## src/rtl/icap_pkg.sv

```systemverilog
// Package: constants and types for the IDE combo arbiter and power control
package icap_pkg;
   // Strap values that enable sharing
   localparam logic       POWER_SELF_LEVEL  = 1'b0;
   localparam logic       CLOCK_COMBO_LEVEL = 1'b1;
   // Clock rates per mode, in kHz
   localparam int         CLK_BUS_KHZ       = 7500;
   localparam int         CLK_SELF_KHZ      = 60000;
   // Clock of this logic, in MHz
   localparam int         SYS_CLK_MHZ       = 50;
   // Back-off after a tie, in ns, and derived cycles
   localparam int         BACKOFF_NS        = 400;
   localparam int         BACKOFF_CYC       = (BACKOFF_NS * SYS_CLK_MHZ + 999)
                                              / 1000;
   // Settle wait after claim before driving, in cycles
   localparam int         SETTLE_CYC        = 2;
   // Level on the power control pin that removes target power
   localparam logic       TPWR_OFF_LEVEL    = 1'b1;
   // Reset values
   localparam logic       CLAIM_RST         = 1'b0;
   localparam logic [7:0] COUNT_RST         = 8'h00;

   typedef enum logic [1:0] {
      ICAP_IDLE  = 2'b00,
      ICAP_CLAIM = 2'b01,
      ICAP_OWN   = 2'b11,
      ICAP_BACK  = 2'b10
   } icap_arb_e;

   typedef enum logic [1:0] {
      ICAP_USB_DEFAULT    = 2'b00,
      ICAP_USB_ADDRESSED  = 2'b01,
      ICAP_USB_CONFIGURED = 2'b10,
      ICAP_USB_SUSPENDED  = 2'b11
   } icap_usb_e;
endpackage

```

## src/rtl/icap_arbiter.sv

```systemverilog
// Combo bus arbiter and target power control for one shared IDE target
`timescale 1ns/1ps
// What this block does
// - Combo sharing only when power strap is 0 and clock strap 1.
// - Our claim output is high while requesting or using the bus.
// - Sample peer claim first; start driving only if peer stayed idle through our claim.
// - Two system clock modes: 7.5 MHz bus-powered with clock strap 1, else 60 MHz.
// - Power control pin released from reset until initialization is done.
// - Target power cut in default or unconfigured USB state.
// - Target power also cut in USB suspend.
// - Power control level follows the USB state only.
module icap_arbiter
#(
   parameter int BACKOFF = icap_pkg::BACKOFF_CYC
)
(
   input  wire logic              clk,
   input  wire logic              reset_n,
   input  wire logic              power_source_strap,
   input  wire logic              clock_rate_strap,
   input  wire logic              target_type_strap_hi,
   input  wire logic              target_type_strap_lo,
   input  wire logic              peer_claim_in,
   input  wire logic              ide_request,
   input  wire logic              ide_done,
   output logic                   ide_grant,
   output logic                   ide_drive_en,
   output logic                   bus_claim_out,
   output logic                   bus_claim_oe,
   output logic                   combo_mode,
   output logic                   fast_clock_sel,
   input  wire logic              init_done,
   input  wire icap_pkg::icap_usb_e usb_state,
   output logic                   target_power_ctrl,
   output logic                   target_power_oe
);
   import icap_pkg::*;

   // ===================================================
   // Parameter check
   // The back-off counter is eight bits wide and must run at least once
   if (BACKOFF < 1 || BACKOFF > 255)
   begin : g_bad_backoff
      $error("BACKOFF must lie in 1..255");
   end

   // ===================================================
   // State
   typedef struct packed {
      logic [2:0] peer_sync;
      logic [2:0] src_sync;
      logic [2:0] rate_sync;
      logic       peer;
      icap_arb_e  arb;
      logic [7:0] count;
      logic       combo;
      logic       fast;
      logic       inited;
      logic       tpwr;
   } icap_state_s;

   icap_state_s st;
   icap_state_s next_st;
   logic        combo_raw;
   logic        fast_raw;
   logic        straps_agree;

   // Straps are pins, so they pass the same three stages as the peer claim
   assign combo_raw    = (st.src_sync[2] == POWER_SELF_LEVEL)
                      && (st.rate_sync[2] == CLOCK_COMBO_LEVEL);
   // Self-powered straps select the fast clock
   assign fast_raw     = (st.src_sync[2] == POWER_SELF_LEVEL)
                      || !st.rate_sync[2];
   assign straps_agree = (st.src_sync[1] == st.src_sync[2])
                      && (st.rate_sync[1] == st.rate_sync[2]);

   // ===================================================
   // Next state
   always_comb
   begin
      next_st = st;
      next_st.peer_sync = {st.peer_sync[1:0], peer_claim_in};
      // Second and third stage agree before the peer level counts
      if (st.peer_sync[1] == st.peer_sync[2])
         next_st.peer = st.peer_sync[2];
      next_st.src_sync  = {st.src_sync[1:0], power_source_strap};
      next_st.rate_sync = {st.rate_sync[1:0], clock_rate_strap};
      // Mode bits move only once a strap change has settled
      if (straps_agree)
      begin
         next_st.combo = combo_raw;
         next_st.fast  = fast_raw;
      end
      next_st.inited = st.inited | init_done;
      next_st.tpwr   = (usb_state == ICAP_USB_CONFIGURED)
                     ? ~TPWR_OFF_LEVEL : TPWR_OFF_LEVEL;
      case (st.arb)
         ICAP_IDLE:
         begin
            next_st.count = COUNT_RST;
            if (ide_request)
            begin
               if (!st.combo)
                  next_st.arb = ICAP_OWN;
               else if (!st.peer)
                  next_st.arb = ICAP_CLAIM;
            end
         end
         ICAP_CLAIM:
         begin
            // Wait long enough to see a peer claim raised alongside ours
            if (!ide_request)
               next_st.arb = ICAP_IDLE;
            else if (st.peer)
            begin
               next_st.arb   = ICAP_BACK;
               next_st.count = COUNT_RST;
            end
            else if (st.count == 8'(SETTLE_CYC + 3))
               next_st.arb = ICAP_OWN;
            else
               next_st.count = st.count + 8'h01;
         end
         ICAP_OWN:
         begin
            if (ide_done || !ide_request)
               next_st.arb = ICAP_IDLE;
         end
         ICAP_BACK:
         begin
            if (st.count == 8'(BACKOFF - 1))
            begin
               next_st.arb   = ICAP_IDLE;
               next_st.count = COUNT_RST;
            end
            else
               next_st.count = st.count + 8'h01;
         end
         default:
            next_st.arb = ICAP_IDLE;
      endcase
      if (!reset_n)
      begin
         next_st        = '0;
         next_st.arb    = ICAP_IDLE;
         next_st.tpwr   = TPWR_OFF_LEVEL;
         // Assume bus-powered straps until the real ones have settled,
         // so sharing never starts on a half-synchronised strap
         next_st.src_sync  = {3{~POWER_SELF_LEVEL}};
         next_st.rate_sync = {3{CLOCK_COMBO_LEVEL}};
      end
   end

   always_ff @(posedge clk)
      st <= next_st;

   // ===================================================
   // Outputs
   assign bus_claim_out = (st.arb == ICAP_CLAIM)
                       || (st.arb == ICAP_OWN);
   assign bus_claim_oe  = st.combo;
   assign ide_grant     = (st.arb == ICAP_OWN);
   assign ide_drive_en  = (st.arb == ICAP_OWN);
   assign combo_mode    = st.combo;
   assign fast_clock_sel = st.fast;
   assign target_power_ctrl = st.tpwr;
   assign target_power_oe   = st.inited;
endmodule

```

## config.mk

```make
export PLATFORM = sky130hd
export DESIGN_NAME = icap_arbiter
export DESIGN_NICKNAME = d
export VERILOG_FILES = /design/src/rtl/icap_pkg.sv /design/src/rtl/icap_arbiter.sv
export SDC_FILE = /design/constraint.sdc
export NUM_CORES = 1
export LEC_CHECK = 0
export BUFFER_PORTS_ARGS = -buffer_cell sky130_fd_sc_hd__buf_4
export CAP_MARGIN = 20
export CORE_AREA = 2 2 59 61
export CTS_CLUSTER_DIAMETER = 200
export DETAILED_ROUTE_END_ITERATION = 8
export DIE_AREA = 0 0 61 63
export PLACE_DENSITY = 0.69
export SETUP_SLACK_MARGIN = 0.4
export SYNTH_ARGS = -nofsm -noshare
export SYNTH_HDL_FRONTEND = slang
export SYNTH_SLANG_ARGS = --single-unit
```

## constraint.sdc

```tcl
create_clock -name clk -period 2.16 [get_ports clk]
set_input_delay 0.216 -clock clk [delete_from_list [all_inputs] [get_ports clk]]
set_output_delay 0.216 -clock clk [all_outputs]
set_load 0.02 [all_outputs]
```

==> run_results.csv <==
group,metric,value,unit
yosys,synth_mux_area_share,0.906,%
yosys,syn_nets,161,
floorplan,die_w,61,µm
worst_setup_path,cp.required,2.39,ns
final_layout,stdcell_area,1500,µm²
worst_setup_path,cp_max_fo,5,
clock_network,cts_tree,"yes",
global_route,use_met1,18.8,%
yosys,synth_cell_type_count,39,
final_layout,num-fill-cells,327,
timing,finalSetupViolations,0,
pwr,vdd_drop_max,0.000250,V
final_layout,area_delta_synth_final,20.8,%
pwr,leakagePower,0.600,nW
final_layout,final_cell_mix,"buf_4, dfxtp_1, nand2_1",
final_layout,antenna_cells,0,
placed_design,placed_area,1400,µm²
clock_network,htree_levels,1,
global_route,grt_use_met2,24.3,%
final_layout,fin_cells,205,
drt,drc,0,
yosys,synth_xor_area_share,0.705,%
global_route,grt.met3_usage,1.24,%
placed_design,placed_cells,198,
global_route,grt_overflow_total,0,
yosys,synth_area,1240,µm²
clock_network,holdBufCountCts,0,
yosys,synth_compound_area_share,22.6,%
hold_path,hp-class,"input port to flip-flop",
placed_design,portBuffers,17,
drt,vias,1096,
global_route,antenna_found_initial,0,
clock_network,cts.path.max_buffers,2,
worst_setup_path,cpPeakStageDelay,0.55,ns
floorplan,placementRows,21,
yosys,synth-edff-count,0,
timing,layout_min_cycle_time,1.69,ns
drt,routed_wl,2.65,mm
yosys,syn-instance-count,141,
timing,max_freq,590,MHz
drt,wl_per_cell,12.9,µm
run_status,status,"completed",
global_route,grt_pass1_wl,4.46,mm
timing,worst_slew_pin_slew,0.382,ns
global_route,grtUsageTotal,14.8,%
drt,drtPass1Iterations,4,
drt,viasPerCell,5.35,
timing,skew,0.00403,ns
yosys,synthFlopType,"dfxtp_1",
yosys,synth_top_family_by_area,"simple AND/OR/NAND/NOR gates",
final_layout,fin_nets,180,
floorplan,coreArea,3230,µm²
worst_setup_path,worstPathArrival,1.92,ns
clock_network,path_clk_slew,0.14,ns
run,drv_cap,0,
clock_network,clkLatencyLatePin,0.32,ns
floorplan,num_io_pins,20,
yosys,synth-seq-area-share,38.7,%
clock_network,clock-sinks,24,
floorplan,dieArea,3840,µm²
worst_setup_path,crit_slowest_cell,"or4_1",
clock_network,cts_buffers,3,
clock_network,root_buffer,"clkbuf_4",
yosys,syn_avg_cell_area,8.81,µm²
timing,slew_headroom,74.5,%
worst_setup_path,path_cells,"nor4_4 > a41oi_2 > or4_1 > o211a_1",
global_route,busiest_layer,"met2",
timing,rsz0062_at_grt,"yes",
pwr,power_density,875,nW/µm²
timing,fin_ws,0.466,ns
yosys,ys_seq_elements,24,
timing,slew_violations,0,
worst_setup_path,critPathCaptureType,"flip-flop",
drt,antenna_left,0,
yosys,synthSimpleGateAreaFrac,23.3,%
timing,fin_crit_sh,78.4,%
yosys,yosys_warnings,0,
yosys,synth-async-reset-ratio,0,%
floorplan,die_h,63,µm
floorplan,start_util,38.4,%
timing,fin_setup_tns,0,ns
global_route,grt_max_degree,24,
worst_setup_path,crit_path_start_kind,"flip-flop",
timing,hold_viol_final,0,
global_route,grt_pass1_vias,1041,
final_layout,final_layout_size_suffix_gt1_share,23.9,%
drt,drtIter0Drc,59,
placed_design,pre_cts_ws,0.258,ns
worst_setup_path,criticalPathCategory,"flip-flop to flip-flop",
final_layout,final_common_cell,"buf_4",
yosys,synthAdderAreaFrac,8.06,%
placed_design,gp_congestion,0.824,
placed_design,dp_hpwl,1.86,mm
critical path, delay by kind of cell, from the launching register on:
family	cells	cell delay [ns]
and+or+nand+nor	2	0.85
AOI/OAI and AO/OA	2	0.35
DFF	1	0.40
synth_stat cells, types with 2 or more instances:
| cell | number | area, µm² |
|---|---|---|
| dfxtp_1 | 24 | 480 |
| nand2_1 | 11 | 41.3 |
| inv_1 | 9 | 33.8 |
| ha_1 | 8 | 100 |
| nand3_1 | 8 | 40.0 |
| nor2_1 | 8 | 30.0 |
| nand2b_1 | 6 | 37.5 |
| o2111ai_1 | 6 | 52.6 |
| o211ai_1 | 6 | 45.0 |
| o21ai_0 | 6 | 30.0 |
| clkbuf_1 | 5 | 18.8 |
| a21oi_1 | 4 | 20.0 |
| a31oi_1 | 4 | 25.0 |
| nand3b_1 | 4 | 30.0 |
| and2_1 | 3 | 18.8 |
| a21boi_0 | 2 | 15.0 |
| buf_4 | 2 | 15.0 |
| nor2b_1 | 2 | 12.5 |
| nor3_1 | 2 | 10.0 |
| o31ai_1 | 2 | 15.0 |
sequential cells by signal, summed over array words and instances, names as in the netlist:
| register | count |
|---|---|
| target_power_ctrl | 1 |
| bus_claim_oe | 1 |
| fast_clock_sel | 1 |
| target_power_oe | 1 |
| st | 20 |
power breakdown:
| group | internal [W] | switching, W |
|---|---|---|
| combinational | 0.000191 | 0.000282 |
| clock | 0.000188 | 0.000142 |
| sequential | 0.000480 | 0.0000306 |
| total | 0.000858 | 0.000455 |
worst paths after layout:
kind,startpoint,to,slack (ns),cells past startpoint
worst min register to register,st[18]$_SDFF_PN1_,st[19]$_SDFF_PN1_,0.42,1
worst max-delay path,st[10]$_SDFFE_PN0P_,st[13]$_SDFFE_PN0P_,0.47,4
worst min-delay path,clock_rate_strap,st[15]$_SDFF_PN1_,0.07,2
worst max register to register,st[10]$_SDFFE_PN0P_,st[13]$_SDFFE_PN0P_,0.47,4
per-stage QoR:
step | total power [W] | hold WS (ns) | utilization, %
final | 0.00131 | 0.0699 | 46.5
after global routing | 0.00138 | 0.0585 | 46.5
after CTS | 0.00129 | 0.0646 | 45.6
after detailed placement | 0.000944 | 0.396 | 43.4
after global placement | 0.000927 | 0.390 | 43.4
after floorplan | 0.000812 | 0.299 | -
final cells by class:
class / instances / area (µm²) / share of cell area, %
clock inverter: 1 / 30.0 / 2.00
inverter: 9 / 33.8 / 2.25
sequential: 24 / 487 / 32.4
tap: 46 / 57.6 / 3.83
multi-input combinational: 100 / 706 / 47.0
timing repair buffer: 22 / 165 / 11.0
clock buffer: 3 / 22.5 / 1.50
layer usage:
layer / share of wire (%) / up-vias / wire, µm
met2: 51 / 28 / 1370
met3: 3.5 / 4 / 93
met5: 0 / - / 0
li1: - / 551 / -
met4: 1.4 / 0 / 38
met1: 44 / 513 / 1160
logic make-up (layout without fill, tap and decap cells):
family,Yosys count,in the layout
mux,1,1
simple gates,52,52
buf+inv,17,35
flops,24,24
xor+xnor,1,1
fa+ha+maj,8,8
compound gates,38,38
repair_timing:
action                                  CTS  global route
endpoints found under the setup margin   11            11
pin swaps                                 2             3
cloned                                    0             0
buffers inserted                          2             1
gates resized for setup                   1             7
(Power assumes the default switching activity.)
